## src/hdl/apm_pkg.sv

```systemverilog
// Purpose: Shared constants and types for the alarm priority manager
// Assumes: 50 MHz core clock
// Notes: Alarm index order is the display precedence order, index 0 highest
package apm_pkg;

  // ----------------------------------------------------------------------
  // Alarm indices, highest precedence first
  // ----------------------------------------------------------------------
  localparam int APM_NUM_ALARMS = 10;
  localparam int APM_IDX_LINE = 0;
  localparam int APM_IDX_OTEMP = 1;
  localparam int APM_IDX_FAN = 2;
  localparam int APM_IDX_ILOCK = 3;
  localparam int APM_IDX_OVOLT = 4;
  localparam int APM_IDX_OCURR = 5;
  localparam int APM_IDX_FOLD = 6;
  localparam int APM_IDX_SHDN = 7;
  localparam int APM_IDX_UVOLT = 8;
  localparam int APM_IDX_LOOP = 9;

  // ----------------------------------------------------------------------
  // Mask and latch word bit positions
  // ----------------------------------------------------------------------
  localparam int APM_MASK_FAN_BIT = 3;
  localparam int APM_MASK_FOLD_BIT = 8;
  localparam int APM_MASK_SHDN_BIT = 9;
  localparam int APM_MASK_UVOLT_BIT = 10;
  localparam int APM_LATCH_LINE_BIT = 0;
  localparam int APM_LATCH_OTEMP_BIT = 1;
  localparam int APM_LATCH_FOLD_BIT = 8;

  // ----------------------------------------------------------------------
  // Display codes
  // ----------------------------------------------------------------------
  localparam logic [3:0] APM_CODE_NONE = 4'hF;
  localparam logic [3:0] APM_CODE_CHECKSUM = 4'hA;
  localparam logic [3:0] APM_CODE_CLEARED = 4'hB;

  // ----------------------------------------------------------------------
  // Timing
  // ----------------------------------------------------------------------
  localparam int APM_CLK_HZ = 50_000_000;
  localparam int APM_HOLD_S = 3;
  localparam int APM_HOLD_CYCLES = APM_HOLD_S * APM_CLK_HZ;
  localparam int APM_MSG_S = 2;
  localparam int APM_MSG_CYCLES = APM_MSG_S * APM_CLK_HZ;
  localparam int APM_CNT_W = 32;

  typedef struct packed {
    logic [APM_NUM_ALARMS-1:0] cond;
    logic boot_csum_fail;
    logic recall_csum_fail;
  } apm_fault_s;

  typedef struct packed {
    logic lamp;
    logic blink;
    logic [3:0] code;
    logic out_on;
    logic err_push;
  } apm_panel_s;

  typedef struct packed {
    logic [APM_NUM_ALARMS-1:0] pend;
    logic boot_csum;
    logic recall_csum;
    logic out_on;
    logic lamp;
    logic [APM_CNT_W-1:0] hold_cnt;
    logic hold_done;
    logic [APM_CNT_W-1:0] msg_cnt;
    logic [APM_CNT_W-1:0] tmo_cnt;
    logic err_push;
  } apm_state_s;

endpackage

```

## src/hdl/apm_alarm_priority_manager.sv

```systemverilog
// Purpose: Alarm supervisor: ranks faults, drives lamp, display and output
// Assumes: Fault inputs are asynchronous; keys and host commands are synchronous
// Notes: One clear action removes only the top pending alarm
// Contract
// - Any non-fan alarm switches the main output off; the checksum alarms here leave the output as it is.
// - A new alarm lights the lamp and blinks its code.
// - With several pending, only the top one is shown.
// - Fixed precedence from line failure down to current loop.
// - Over-voltage and over-current always latch output off; some selectable.
// - Only fan, foldback, shutdown and under-voltage are maskable.
// - Checksum alarm only at boot or recall, outside the ranking.
// - Recall checksum failure keeps settings and pushes an error entry.
// - Boot checksum alarm clears only by soft reset or power cycle.
// - Recall checksum alarm clears after the panel timeout.
// - Holding adjust three seconds clears an alarm.
// - Each clear removes only the top pending alarm.
// - A manual clear shows the cleared message for a while.
// - A cleared alarm re-raises at once if its cause persists.
// - Self-clearing alarms drop when the cause goes away.
// - Lamp stays lit after a self-clearing alarm drops.
// - Mask bit one enables; foldback, shutdown, under-voltage at 8, 9, 10.
// - Latch bit set keeps output off; line 0, temperature 1, foldback 8.
// - Turning the output on after auto-clear dims the lamp.
`timescale 1ns/10ps
module apm_alarm_priority_manager
  import apm_pkg::*;
#(
  parameter int HOLD_CYCLES = APM_HOLD_CYCLES,
  parameter int MSG_CYCLES = APM_MSG_CYCLES
) (
  input wire logic core_clk,
  input wire logic rst_n,
  input wire apm_fault_s faults,
  input wire logic adjust_pressed,
  input wire logic soft_reset_key,
  input wire logic host_clear,
  input wire logic output_on_req,
  input wire logic output_off_req,
  input wire logic [15:0] alarm_mask,
  input wire logic [15:0] alarm_latch,
  input wire logic [31:0] panel_timeout_cycles,
  output apm_panel_s panel,
  output logic [APM_NUM_ALARMS-1:0] alarm_pending
);

  // ----------------------------------------------------------------------
  // Reset release and input synchronisers
  // ----------------------------------------------------------------------
  logic rst_meta_reg, rst_sync_n;
  always_ff @(posedge core_clk or negedge rst_n) begin
    if (!rst_n) begin
      rst_meta_reg <= 1'b0;
      rst_sync_n <= 1'b0;
    end else begin
      rst_meta_reg <= 1'b1;
      rst_sync_n <= rst_meta_reg;
    end
  end

  apm_fault_s flt_meta_reg, flt_sync_reg;
  always_ff @(posedge core_clk or negedge rst_sync_n) begin
    if (!rst_sync_n) begin
      flt_meta_reg <= '0;
      flt_sync_reg <= '0;
    end else begin
      flt_meta_reg <= faults;
      flt_sync_reg <= flt_meta_reg;
    end
  end

  // ----------------------------------------------------------------------
  // Masking and latch selection
  // ----------------------------------------------------------------------
  logic [APM_NUM_ALARMS-1:0] enabled, latching, live;
  always_comb begin
    enabled = '1;
    enabled[APM_IDX_FAN] = alarm_mask[APM_MASK_FAN_BIT];
    enabled[APM_IDX_FOLD] = alarm_mask[APM_MASK_FOLD_BIT];
    enabled[APM_IDX_SHDN] = alarm_mask[APM_MASK_SHDN_BIT];
    enabled[APM_IDX_UVOLT] = alarm_mask[APM_MASK_UVOLT_BIT];
    latching = '0;
    latching[APM_IDX_OVOLT] = 1'b1;
    latching[APM_IDX_OCURR] = 1'b1;
    latching[APM_IDX_LINE] = alarm_latch[APM_LATCH_LINE_BIT];
    latching[APM_IDX_OTEMP] = alarm_latch[APM_LATCH_OTEMP_BIT];
    latching[APM_IDX_FOLD] = alarm_latch[APM_LATCH_FOLD_BIT];
    live = flt_sync_reg.cond & enabled;
  end

  // Lowest set index is the highest precedence
  function automatic logic [3:0] apm_top(input logic [APM_NUM_ALARMS-1:0] v);
    logic [3:0] r;
    r = APM_CODE_NONE;
    for (int i = APM_NUM_ALARMS - 1; i >= 0; i--) begin
      if (v[i]) begin
        r = 4'(i);
      end
    end
    return r;
  endfunction

  // Self-clearing alarms drop on their own; the others need a clear
  localparam logic [APM_NUM_ALARMS-1:0] AUTO_CLR =
    (10'h1 << APM_IDX_FAN) | (10'h1 << APM_IDX_ILOCK) | (10'h1 << APM_IDX_SHDN) |
    (10'h1 << APM_IDX_UVOLT);

  // ----------------------------------------------------------------------
  // State update
  // ----------------------------------------------------------------------
  apm_state_s st_reg, st_next;
  logic [3:0] top_idx;
  logic clear_act, new_alarm, restore_out;
  // Pre-alarm output state remembered for restore after a clear
  logic out_before_reg;
  logic [APM_NUM_ALARMS-1:0] rise;

  always_comb begin
    st_next = st_reg;
    st_next.err_push = 1'b0;
    top_idx = apm_top(st_reg.pend);
    restore_out = 1'b0;
    // Long press: count while held, one pulse at the target
    if (!adjust_pressed) begin
      st_next.hold_cnt = '0;
      st_next.hold_done = 1'b0;
    end else if (!st_reg.hold_done) begin
      st_next.hold_cnt = st_reg.hold_cnt + 32'h1;
    end
    clear_act = (adjust_pressed && !st_reg.hold_done &&
                 st_reg.hold_cnt == 32'(HOLD_CYCLES - 1)) || host_clear;
    if (clear_act && adjust_pressed) begin
      st_next.hold_done = 1'b1;
    end
    // Clear the top alarm only
    if (clear_act && top_idx != APM_CODE_NONE) begin
      st_next.pend[top_idx] = 1'b0;
      st_next.lamp = |(st_reg.pend & ~(10'h1 << top_idx));
      st_next.msg_cnt = 32'(MSG_CYCLES);
      restore_out = !latching[top_idx] && !(|(st_reg.pend & ~(10'h1 << top_idx) &
                    ~AUTO_CLR & ~(10'h1 << APM_IDX_FAN)));
    end else if (st_reg.msg_cnt != '0) begin
      st_next.msg_cnt = st_reg.msg_cnt - 32'h1;
    end
    st_next.pend = (st_next.pend & ~(AUTO_CLR & ~live)) | live;
    rise = live & ~st_reg.pend;
    new_alarm = |rise;
    if (new_alarm) begin
      st_next.lamp = 1'b1;
    end
    // Checksum alarms sit outside the ranking
    if (flt_sync_reg.boot_csum_fail) begin
      st_next.boot_csum = 1'b1;
    end else if (soft_reset_key) begin
      st_next.boot_csum = 1'b0;
    end
    if (flt_sync_reg.recall_csum_fail && !st_reg.recall_csum) begin
      st_next.recall_csum = 1'b1;
      st_next.err_push = 1'b1;
      st_next.tmo_cnt = panel_timeout_cycles;
      st_next.lamp = 1'b1;
    end else if (st_reg.recall_csum) begin
      if (st_reg.tmo_cnt <= 32'h1) begin
        st_next.recall_csum = 1'b0;
      end else begin
        st_next.tmo_cnt = st_reg.tmo_cnt - 32'h1;
      end
    end
    // Main output
    if (|(st_next.pend & ~(10'h1 << APM_IDX_FAN))) begin
      st_next.out_on = 1'b0;
    end else if (output_off_req) begin
      st_next.out_on = 1'b0;
    end else if (output_on_req) begin
      st_next.out_on = 1'b1;
      if (st_next.pend == '0) begin
        st_next.lamp = 1'b0;
      end
    end else if (restore_out) begin
      // Restore sits below the alarm check so a re-raised cause keeps it off
      st_next.out_on = out_before_reg;
    end
  end

  always_ff @(posedge core_clk or negedge rst_sync_n) begin
    if (!rst_sync_n) begin
      st_reg <= '0;
      out_before_reg <= 1'b0;
    end else begin
      st_reg <= st_next;
      if (st_reg.pend == '0) begin
        out_before_reg <= st_reg.out_on;
      end
    end
  end

  // ----------------------------------------------------------------------
  // Panel outputs
  // ----------------------------------------------------------------------
  always_comb begin
    panel.lamp = st_reg.lamp | st_reg.boot_csum | st_reg.recall_csum;
    panel.out_on = st_reg.out_on;
    panel.err_push = st_reg.err_push;
    panel.blink = 1'b0;
    panel.code = APM_CODE_NONE;
    if (st_reg.boot_csum || st_reg.recall_csum) begin
      panel.code = APM_CODE_CHECKSUM;
      panel.blink = 1'b1;
    end else if (apm_top(st_reg.pend) != APM_CODE_NONE) begin
      panel.code = apm_top(st_reg.pend);
      panel.blink = 1'b1;
    end else if (st_reg.msg_cnt != '0) begin
      panel.code = APM_CODE_CLEARED;
    end
  end
  assign alarm_pending = st_reg.pend;

  // ----------------------------------------------------------------------
  // Checks
  // ----------------------------------------------------------------------
  a_out_off: assert property (@(posedge core_clk) disable iff (!rst_sync_n)
    |(st_reg.pend & ~(10'h1 << APM_IDX_FAN)) |-> !panel.out_on)
    else $error("output on during non-fan alarm");
  a_lamp_new: assert property (@(posedge core_clk) disable iff (!rst_sync_n)
    (|(live & ~st_reg.pend)) |=> panel.lamp && panel.blink)
    else $error("new alarm did not light lamp");
  a_top_shown: assert property (@(posedge core_clk) disable iff (!rst_sync_n)
    !st_reg.boot_csum && !st_reg.recall_csum && st_reg.pend != '0 |->
    panel.code == apm_top(st_reg.pend))
    else $error("displayed code is not top alarm");
  a_mask_block: assert property (@(posedge core_clk) disable iff (!rst_sync_n)
    !alarm_mask[APM_MASK_UVOLT_BIT] && !st_reg.pend[APM_IDX_UVOLT] |=>
    !st_reg.pend[APM_IDX_UVOLT] || $past(alarm_mask[APM_MASK_UVOLT_BIT]))
    else $error("masked alarm became pending");
  a_clr_one: assert property (@(posedge core_clk) disable iff (!rst_sync_n)
    clear_act && top_idx != APM_CODE_NONE |=>
    ($past(st_reg.pend) & ~st_reg.pend & ~(10'h1 << $past(top_idx)) & ~AUTO_CLR) == '0)
    else $error("clear removed too many alarms");
  a_err_push: assert property (@(posedge core_clk) disable iff (!rst_sync_n)
    panel.err_push |-> st_reg.recall_csum)
    else $error("error push without recall checksum");
  a_boot_hold: assert property (@(posedge core_clk) disable iff (!rst_sync_n)
    st_reg.boot_csum && !soft_reset_key |=> st_reg.boot_csum)
    else $error("boot checksum cleared without soft reset");
  a_ovp_latch: assert property (@(posedge core_clk) disable iff (!rst_sync_n)
    clear_act && top_idx == 4'(APM_IDX_OVOLT) |-> !restore_out)
    else $error("over-voltage clear restored output");

endmodule

```

## config.mk

```make
export PLATFORM = sky130hd
export DESIGN_NAME = apm_alarm_priority_manager
export DESIGN_NICKNAME = d
export VERILOG_FILES = /design/src/hdl/apm_pkg.sv /design/src/hdl/apm_alarm_priority_manager.sv
export SDC_FILE = /design/constraint.sdc
export NUM_CORES = 1
export LEC_CHECK = 0
export BUFFER_PORTS_ARGS = -buffer_cell sky130_fd_sc_hd__buf_2
export CORE_MARGIN = 5
export CORE_UTILIZATION = 42
export CTS_BUF_LIST = sky130_fd_sc_hd__clkbuf_16
export CTS_CLUSTER_DIAMETER = 100
export DETAILED_ROUTE_END_ITERATION = 7
export PLACE_DENSITY_LB_ADDON = 0.12
export SYNTH_ARGS = -nofsm -noshare
export SYNTH_HDL_FRONTEND = slang
export SYNTH_SLANG_ARGS = --single-unit
```

## constraint.sdc

```tcl
create_clock -name core_clk -period 5.4 [get_ports core_clk]
set_clock_uncertainty 0.15 [all_clocks]
set_input_delay 0.81 -clock core_clk [delete_from_list [all_inputs] [get_ports core_clk]]
set_output_delay 0.81 -clock core_clk [all_outputs]
set_load 0.02 [all_outputs]
```

==> flow_summary_export.csv, run 1 <==
group,metric,value,unit
outcome,status,"finished clean",
synth,synthCells,698,
sta,hold_viol,0,
cts,clockBufferDepth,2,
detailed_routing,viasPerCell,5.204,
floorplanning,rows,46,
cts,clk_pin_slew,0.06,ns
synth,yosys_warnings,0,
worst_setup_path,cp.required,4.44,ns
synth,synthDistinctLibCells,62,
cts,cts_tree,"done",
synth,ys_ff_latch,139,
sta,worst_pin_slew,1.109,ns
detailed_routing,antenna_left,0,
detailed_routing,drtPass1Iterations,4,
placement,io_buffers,75,
detailed_routing,drc,0,
synth,synth_edf_count,0,
floorplanning,core-area,16000,um^2
worst_setup_path,crit_arrival,2.80,ns
synth,ys_seq_area_share,50.49,%
sta,period_share,69.66,%
pwr,ir_worst_vdd,0.2349,mV
pwr,combPwrFrac,14.2,%
floorplanning,die_x,138.1,um
sta,slew_headroom,25.99,%
placement,gp_congestion,0.8359,
sta,period_needed,3.762,ns
detailed_routing,routedWlPerCell,14.65,um
synth,netlist.area_leader.share,50.49,%
pwr,power_density,360.1,nW/um^2
floorplanning,boundaryPins,101,
sta,rsz0062_at_grt,"no",
global_routing,grt_busiest_layer,"met2",
cts,ctsResizeCount,0,
pwr,clockPowerShare,39.6,%
detailed_routing,drt_iter0_markers,203,
global_routing,grtUsageTotal,15.80,%
sta,maxSlewViolCount,0,
global_routing,gr-usage-met3,4.069,%
global_routing,grt_pass1_vias,5207,
worst_setup_path,max_stage_delay,0.58,ns
floorplanning,die_h,138.1,um
synth,synth.avg_cell_area,9.870,um^2
synth,synthArstFlopShare,100.0,%
synth,syn_nets,785,
pwr,p_sw,896.3,uW
global_routing,overflow,0,
finish,largest_register_ffs,100,
pwr,swShare,31.17,%
finish,nNetsFinal,850,
sta,fmax,265.8,MHz
worst_setup_path,cp_max_fo,6,
global_routing,globalRouteMet2Util,26.08,%
cts,cts_buffers,17,
worst_setup_path,slowest_stage,"nor4b_1",
pwr,p_int,1980,uW
detailed_routing,drt_wl_total,14540,um
flow_run,drv_cap,0,
cts,clock-root-buffer,"clkbuf_16",
worst_setup_path,critical_path.cell_chain,"or3_1, nor4b_1, and4_1, a21oi_1, nor4_1, buf_2",
global_routing,antenna_found_initial,0,
worst_setup_path,r2r_start,"st_reg[100]$_DFF_PN0_",
floorplanning,dieArea,19060,um^2
finish,areaGrowthSynthToFinish,15.95,%
pwr,finalPower,2876,uW
finish,antenna_cells,0,
worst_setup_path,cp-endpoint,"panel[4]",
worst_setup_path,start_kind,"flip-flop",
finish,layout-drive-gt1-share,16.88,%
pwr,power.leakage,0.003385,uW
worst_setup_path,crit_start,"st_reg[58]$_DFFE_PN0P_",
placement,dp_hpwl,10380,um
worst_setup_path,setup.worst_path.class,"flip-flop to output port",
worst_setup_path,reg2reg_to,"st_reg[3]$_DFFE_PN0P_",
worst_setup_path,end_kind,"output port",
synth,synth_top_area_cell,"dfrtp_1",
synth,synth_top_cells_by_area,"dfrtp_1 (50%), nand2_1 (4.7%), xnor2_1 (4.7%)",
global_routing,grt_use_met1,20.53,%
hold_path,min_path_type,"flip-flop to async pin",
sta,finalSetupTns,0,ns
synth,synth_top_flop_cell,"dfrtp_1",
floorplanning,start_util,43.06,%
pwr,power_frac_seq,46.2,%
finish,fillerInstances,1520,
worst_setup_path,rr_worst_depth,6,
worst_setup_path,reg2reg_setup_slack,2.22,ns
global_routing,grt_pass1_wl,25380,um
global_routing,grt_max_degree,57,
cts,clk_latency,0.42,ns
cts,clock_sinks,139,
sta,setup_viol,0,
detailed_routing,num_vias,5162,
cts,htreeDepth,4,
synth,syn_area,6889,um^2
[per-layer routing]
layer	part of all wire (%)	vias to the layer above
met4	1.0	0
met1	47	2505
met3	3.8	12
met2	48	88
met5	0	-
li1	-	2557
[kinds of logic (layout without fill, tap and decap cells)]
| kind of cell | count (synthesis) | after routing | synth area share, % |
|---|---|---|---|
| compound gates | 88 | 88 | 8.191 |
| xor+xnor | 74 | 74 | 9.408 |
| fa+ha+maj | 4 | 4 | 0.7265 |
| buf+inv | 52 | 130 | 3.614 |
| flops | 139 | 139 | 50.49 |
| mux | 5 | 5 | 0.7809 |
| other cells | 1 | 1 | 0.05443 |
| simple gates | 335 | 335 | 26.73 |
[worst max-delay path, delay by kind of cell (launching register included)]
| kind | cells | cell delay, ns |
|---|---|---|
| DFF | 1 | 0.40 |
| AOI/OAI and AO/OA | 1 | 0.12 |
| and+or+nand+nor | 4 | 1.64 |
| buffers and inverters | 1 | 0.22 |
[cell type report]
| class | instances | area [um^2] | share of cell area (%) |
|---|---|---|---|
| Inverter | 18 | 67.56 | 0.8459 |
| Clock buffer | 17 | 425.4 | 5.326 |
| Timing Repair Buffer | 80 | 415.4 | 5.200 |
| Multi-Input combinational cell | 507 | 3162 | 39.58 |
| Clock inverter | 15 | 165.2 | 2.068 |
| Sequential cell | 139 | 3482 | 43.59 |
| Tap cell | 216 | 270.3 | 3.383 |
[power by group through the flow]
stage	Sequential (uW)	Clock (uW)	Combinational, uW
2_1_floorplan	1310	0	319
3_3_place_gp	1340	0	400
3_5_place_dp	1340	0	415
6_report	1330	1140	409
5_1_grt	1350	1220	468
4_1_cts	1330	1170	416
[through the flow]
| stage | worst slack, ns | utilization [%] | instances | area (um^2) | hold WS, ns |
|---|---|---|---|---|---|
| 6_report | 1.638 | 49.92 | 992 | 7988 | 0.1598 |
| 5_1_grt | 1.415 | 49.92 | 992 | 7988 | 0.2055 |
| 4_1_cts | 1.595 | 49.92 | 992 | 7988 | 0.1914 |
| 3_5_place_dp | 2.051 | 46.17 | 959 | 7387 | 0.1842 |
| 3_3_place_gp | 2.110 | 46.17 | 959 | 7387 | 0.1811 |
| 2_1_floorplan | 1.090 | - | 698 | 6889 | 0.1812 |
[synth_stat cells (8+ instances only)]
library cell  number
nand2_1           87
xor2_1            37
or3_1             16
a21oi_1           19
and3_1            13
nand2b_1           8
nor2_1            65
o21ai_0           25
nor3_1            16
buf_4             12
nor4_1            11
nand4_1           13
and2_1            28
clkbuf_1          20
nand3_1           24
dfrtp_1          139
nand4b_1           8
inv_1             18
xnor2_1           37
[worst min-delay path by stage]
stage / end / cells after the start
final: st_reg[86]$_DFFE_PN0P_ / 0
after global routing: flt_sync_reg[10]$_DFF_PN0_ / 0
after CTS: st_reg[86]$_DFFE_PN0P_ / 0
after detailed placement: st_reg[86]$_DFFE_PN0P_ / 0
after global placement: st_reg[86]$_DFFE_PN0P_ / 0
after floorplan: flt_sync_reg[0]$_DFF_PN0_ / 0
[cells in the final DEF (no fill, tap or decap), types with 5 or more instances in the layout]
master     netlist  routed
or4_1            7       7
and3_1          13      13
and2_1          28      28
nand2_1         87      87
inv_1           18      18
inv_6            0       6
nand2b_1         8       8
nor3_1          16      16
or3_1           16      16
nor2b_1          7       7
clkbuf_16        0      17
a21oi_1         19      19
nor4_1          11      11
o21ai_0         25      25
nand4_1         13      13
nand3_1         24      24
o211ai_1         5       5
nor2_1          65      65
inv_8            0       5
nor4b_1          7       7
xnor2_1         37      37
dfrtp_1        139     138
o22ai_1          5       5
nand4b_1         8       8
buf_2            1      75
xor2_1          37      37
[repair_timing]
action / 4_1_cts / 5_1_grt
buffers inserted: 0 / 0
setup endpoints to repair: 0 / 0
hold buffers: 1 / 0
endpoints found under the hold margin: 2 / 0
(Power assumes the default switching activity.)
==> run 2, diff against run 1 <==
clock period = 3.05 ns   (was 5.4 ns; I/O delays follow)
==> flow_summary_export.csv, run 2 (synthesis results as in run 1) <==
group,metric,value,unit
sta,rsz0062_at_grt,"yes",
finish,layout-drive-gt1-share,20.42,%
flow_run,drv_cap,0,
worst_setup_path,r2r_start,"st_reg[10]$_DFFE_PN0P_",
sta,slew_headroom,53.36,%
worst_setup_path,start_kind,"flip-flop",
worst_setup_path,cp_top_family,"simple AND/OR/NAND/NOR gates",
floorplanning,boundaryPins,101,
floorplanning,dieArea,19060,um^2
finish,multi_input_area,3219,um^2
finish,ff_latch_area,3482,um^2
finish,antenna_cells,0,
finish,fin_cells,1029,
hold_path,hold_start,"panel_timeout_cycles[7]",
detailed_routing,drt_wl_total,15280,um
placement,io_buffers,75,
detailed_routing,viasPerCell,5.141,
cts,clockBufferDepth,2,
cts,cts_tree,"done",
worst_setup_path,setup.worst_path.class,"flip-flop to output port",
outcome,status,"finished clean",
worst_setup_path,path_buf_inv,2,
finish,nNetsFinal,887,
worst_setup_path,crit_arrival,2.38,ns
finish,mostFrequentLayoutCell,"dfrtp_1",
sta,period_share,97.99,%
pwr,power.leakage,0.003599,uW
pwr,power_density,624.3,nW/um^2
floorplanning,core-area,16000,um^2
cts,clk_latency,0.43,ns
cts,clock_sinks,139,
cts,cts_buffers,17,
global_routing,grt_pass1_wl,26480,um
worst_setup_path,crit_start,"st_reg[50]$_DFFE_PN0P_",
finish,layout_common_cells,"dfrtp_1 (138), nand2_1 (87), buf_2 (74)",
cts,clk_pin_slew,0.07,ns
floorplanning,start_util,43.06,%
hold_path,min_path_type,"input pin to flip-flop",
detailed_routing,drtPass1Iterations,5,
finish,areaGrowthSynthToFinish,21.54,%
worst_setup_path,cp_max_fo,4,
sta,maxSlewViolCount,0,
detailed_routing,drc,0,
sta,worst_pin_slew,0.6996,ns
worst_setup_path,critical_path.cell_chain,"or4_4, nor3_2, buf_4, and4_4, a21oi_2, nor4_2, buf_4",
global_routing,overflow,0,
global_routing,grt_pass1_vias,5455,
detailed_routing,num_vias,5290,
placement,dpl.cell_count,977,
pwr,ir_worst_vdd,0.4905,mV
sta,period_needed,2.989,ns
worst_setup_path,slowest_stage,"or4_4",
cts,clock-root-buffer,"clkbuf_16",
cts,htreeDepth,4,
floorplanning,die_x,138.1,um
finish,largest_register_ffs,100,
worst_setup_path,cp.required,2.44,ns
detailed_routing,routedWlPerCell,14.85,um
placement,gp_congestion,0.8373,
sta,fmax,334.6,MHz
floorplanning,die_h,138.1,um
sta,setup_viol,0,
sta,hold_viol,0,
worst_setup_path,end_kind,"output port",
sta,worst_slack,0.06128,ns
worst_setup_path,cp_common_cell,"buf_4",
global_routing,antenna_found_initial,0,
global_routing,grt_max_degree,55,
placement,dp_slack,0.2411,ns
placement,dp_hpwl,10800,um
detailed_routing,drt_iter0_markers,293,
detailed_routing,antenna_left,0,
finish,fillerInstances,1511,
floorplanning,rows,46,
worst_setup_path,max_stage_delay,0.55,ns
global_routing,grtUsageTotal,16.63,%
-- run 2: cell types whose count changed in the layout (fill, tap and decap cells not counted), sizes merged --
| cell | change |
|---|---|
| bufinv | +1 |
| clkinvlp | -1 |
| buf | +25 |
| dlygate4sd3 | +12 |
-- run 2: layout make-up --
type / count / share of cell area, %
sequential: 139 / 41.59
clock buffer: 17 / 5.081
multi-input combinational: 507 / 38.45
timing repair buffer: 117 / 8.816
clock inverter: 15 / 2.032
tap: 216 / 3.228
inverter: 18 / 0.8069
-- run 2: stage by stage --
step / hold WS (ns) / utilization (%) / total power (uW) / area [um^2] / setup TNS (ns)
finish: 0.07909 / 52.33 / 5228 / 8373 / 0
global route: 0.06218 / 52.33 / 5522 / 8373 / -0.05760
CTS: 0.06423 / 51.74 / 5280 / 8279 / 0
detailed placement: 0.09606 / 47.13 / 3151 / 7541 / 0
global placement: 0.09591 / 47.13 / 3110 / 7541 / 0
floorplan: 0.01191 / - / 2892 / 6897 / 0
-- run 2: worst register-to-register path: stages (launching register included) --
cell      delay, ns
dfrtp_1        0.43
nor4_4         0.33
nand4b_1       0.20
or2_0          0.35
nor3_4         0.50
nand4b_4       0.17
or4_1          0.41
a31oi_1        0.16
-- run 2: repair_timing --
action                                  4_1_cts  5_1_grt
setup buffers                                 0        7
hold endpoints to repair                     14        0
resized for setup                             4        7
pin swaps                                     0        5
hold buffers                                 13        0
endpoints found under the setup margin        1        2
-- run 2: power breakdown --
group | switching (uW) | leakage (uW) | internal [uW]
clock network | 904 | 0.000296 | 1170
registers | 293 | 0.00170 | 2070
logic | 406 | 0.00160 | 381
-- run 2: final timing paths --
path                       depth (start not counted)                        end  slack (ns)
max reg2reg                                        7     st_reg[32]$_DFFE_PN0P_        0.28
min                                                3      st_reg[8]$_DFFE_PN0P_        0.08
max in group asynchronous                          1     st_reg[69]$_DFFE_PN0P_        1.65
min reg2reg                                        0  flt_sync_reg[3]$_DFF_PN0_        0.20
min in group asynchronous                          2       rst_sync_n$_DFF_PN0_        0.19
max                                                7                   panel[4]        0.06
-- run 2: routing by layer --
metal | up-vias | track usage [%] | wire length, um
met5 | - | 0 | 0
met4 | 0 | 5.096 | 174
met3 | 16 | 4.931 | 498
met2 | 82 | 27.08 | 7562
met1 | 2577 | 21.53 | 7046
li1 | 2615 | - | -
==> run 3, diff against run 2 <==
CELL_PAD_IN_SITES_DETAIL_PLACEMENT = 1   (was not set)
CELL_PAD_IN_SITES_GLOBAL_PLACEMENT = 1   (was not set)
CORE_UTILIZATION = 40   (was 42)
==> flow_summary_export.csv, run 3 (synthesis results as in run 1) <==
group,metric,value,unit
outcome,status,"finished clean",
finish,antenna_cells,0,
worst_setup_path,reg2reg_to,"st_reg[32]$_DFFE_PN0P_",
worst_setup_path,setup.worst_path.class,"flip-flop to output port",
worst_setup_path,r2r_start,"st_reg[11]$_DFFE_PN0P_",
detailed_routing,drt_iter0_markers,242,
sta,hold_viol,0,
worst_setup_path,cp.required,2.44,ns
pwr,power.leakage,0.003542,uW
detailed_routing,viasPerCell,5.266,
global_routing,grt_pass1_wl,29990,um
floorplanning,core-area,17120,um^2
pwr,ir_worst_vdd,0.4020,mV
sta,holdWs,0.02590,ns
pwr,clockPowerShare,40.1,%
placement,gp_congestion,0.8051,
global_routing,grtUsageTotal,18.63,%
cts,clockBufferDepth,2,
detailed_routing,drt_wl_total,17790,um
detailed_routing,num_vias,5419,
worst_setup_path,crit_arrival,2.31,ns
finish,layout-drive-gt1-share,19.40,%
detailed_routing,drc,0,
worst_setup_path,cp-endpoint,"panel[6]",
sta,maxSlewViolCount,0,
detailed_routing,drtPass1Iterations,4,
worst_setup_path,max_stage_delay,0.61,ns
finish,largest_register_ffs,100,
finish,nNetsFinal,878,
finish,mostFrequentLayoutCell,"dfrtp_1",
hold_path,hold_start,"faults[0]",
pwr,power_density,636.1,nW/um^2
placement,io_buffers,75,
worst_setup_path,crit_start,"alarm_pending[5]$_DFF_PN0_",
flow_run,drv_cap,0,
pwr,p_sw,1507,uW
floorplanning,dieArea,19950,um^2
hold_path,min_path_type,"input pin to flip-flop",
cts,clock_sinks,139,
global_routing,antenna_found_initial,0,
global_routing,overflow,0,
detailed_routing,routedWlPerCell,17.29,um
cts,clock-root-buffer,"clkbuf_16",
finish,layout_common_cells,"dfrtp_1 (138), nand2_1 (87), buf_2 (74)",
floorplanning,rows,48,
floorplanning,die_x,141.2,um
sta,fmax,342.4,MHz
sta,slew_headroom,58.46,%
worst_setup_path,slowest_stage,"or4_1",
cts,clk_pin_slew,0.06,ns
floorplanning,die_h,141.2,um
sta,period_needed,2.920,ns
sta,setup_viol,0,
cts,clk_latency,0.42,ns
pwr,swShare,28.43,%
placement,dp_hpwl,12550,um
floorplanning,start_util,40.25,%
worst_setup_path,rr_worst_depth,7,
cts,cts_buffers,17,
detailed_routing,antenna_left,0,
pwr,combPwrFrac,15.2,%
sta,worst_pin_slew,0.6150,ns
cts,htreeDepth,4,
worst_setup_path,reg2reg_setup_slack,0.17,ns
pwr,power_frac_seq,44.7,%
global_routing,grt_pass1_vias,6014,
sta,finalSetupTns,0,ns
cts,cts_tree,"done",
worst_setup_path,critical_path.cell_chain,"or4_1, nand2b_2, nor3_2, buf_4, nand2_1, buf_2",
worst_setup_path,end_kind,"output port",
pwr,p_int,3793,uW
worst_setup_path,start_kind,"flip-flop",
global_routing,grt_max_degree,65,
sta,rsz0062_at_grt,"yes",
finish,areaGrowthSynthToFinish,20.92,%
worst_setup_path,cp_max_fo,8,
floorplanning,boundaryPins,101,
sta,period_share,95.75,%
==> run 3: cell count changes in the layout (fill, tap and decap cells not counted), moves of 4 or more <==
| cell | previous run | this run |
|---|---|---|
| inv_6 | 4 | 0 |
| clkinv_1 | 0 | 4 |
| inv_8 | 7 | 0 |
| buf_4 | 29 | 22 |
| clkinvlp_4 | 0 | 4 |
==> run 3: worst min path at each step <==
stage | endpoint | slack, ns | cells after the start
final | flt_meta_reg[0]$_DFF_PN0_ | 0.03 | 1
after CTS | flt_meta_reg[0]$_DFF_PN0_ | 0.01 | 1
after global placement | rst_meta_reg$_DFF_PN0_ | 0.09 | 1
after global routing | flt_meta_reg[0]$_DFF_PN0_ | 0.01 | 1
after detailed placement | rst_meta_reg$_DFF_PN0_ | 0.09 | 1
after floorplan | rst_meta_reg$_DFF_PN0_ | 0.01 | 0
==> run 3: power groups by stage <==
| stage | sequential, uW | combinational (uW) | clock (uW) |
|---|---|---|---|
| 2_1_floorplan | 2330 | 566 | 0 |
| 3_3_place_gp | 2370 | 744 | 0 |
| 3_5_place_dp | 2390 | 780 | 0 |
| 4_1_cts | 2370 | 806 | 2180 |
| 5_1_grt | 2410 | 908 | 2280 |
| 6_report | 2370 | 805 | 2120 |
==> run 3: cell type report <==
cell class | instances | area, um^2
clock buffer | 17 | 425.4
tap | 225 | 281.5
timing repair buffer | 108 | 665.6
clock inverter | 15 | 180.2
inverter | 18 | 67.56
fill | 1965 | 8786
multi-input combinational | 507 | 3228
sequential | 139 | 3482
==> run 3: stage by stage <==
step | utilization (%) | std cells | power, uW | worst slack (ns) | cell area (um^2)
after floorplan | - | 698 | 2892 | 0.2073 | 6897
after global placement | 44.08 | 985 | 3118 | 0.3075 | 7545
after detailed placement | 44.08 | 985 | 3174 | 0.2246 | 7545
after CTS | 48.33 | 1029 | 5351 | 0.02763 | 8273
after global routing | 48.67 | 1029 | 5593 | 0.0008868 | 8330
final | 48.67 | 1029 | 5299 | 0.1297 | 8330
==> run 3: routing by layer <==
| layer | routed length, um | GRT usage [%] |
|---|---|---|
| met5 | 0 | 0 |
| met3 | 400 | 3.562 |
| met2 | 8837 | 31.18 |
| met4 | 305 | 6.170 |
| met1 | 8244 | 24.33 |
==> run 3: timing repair <==
item,4_1_cts,5_1_grt
pin swaps,1,0
gates resized for setup,1,12
cloned,0,0
endpoints found under the hold margin,12,0
setup endpoints to repair,1,2
hold buffers,11,0
buffers inserted,1,0
==> run 3: critical path, delay by kind of cell (launching register included) <==
kind | cells | cell delay, ns
AND/OR/NAND/NOR | 4 | 1.08
flip-flops | 1 | 0.47
buffers and inverters | 2 | 0.34
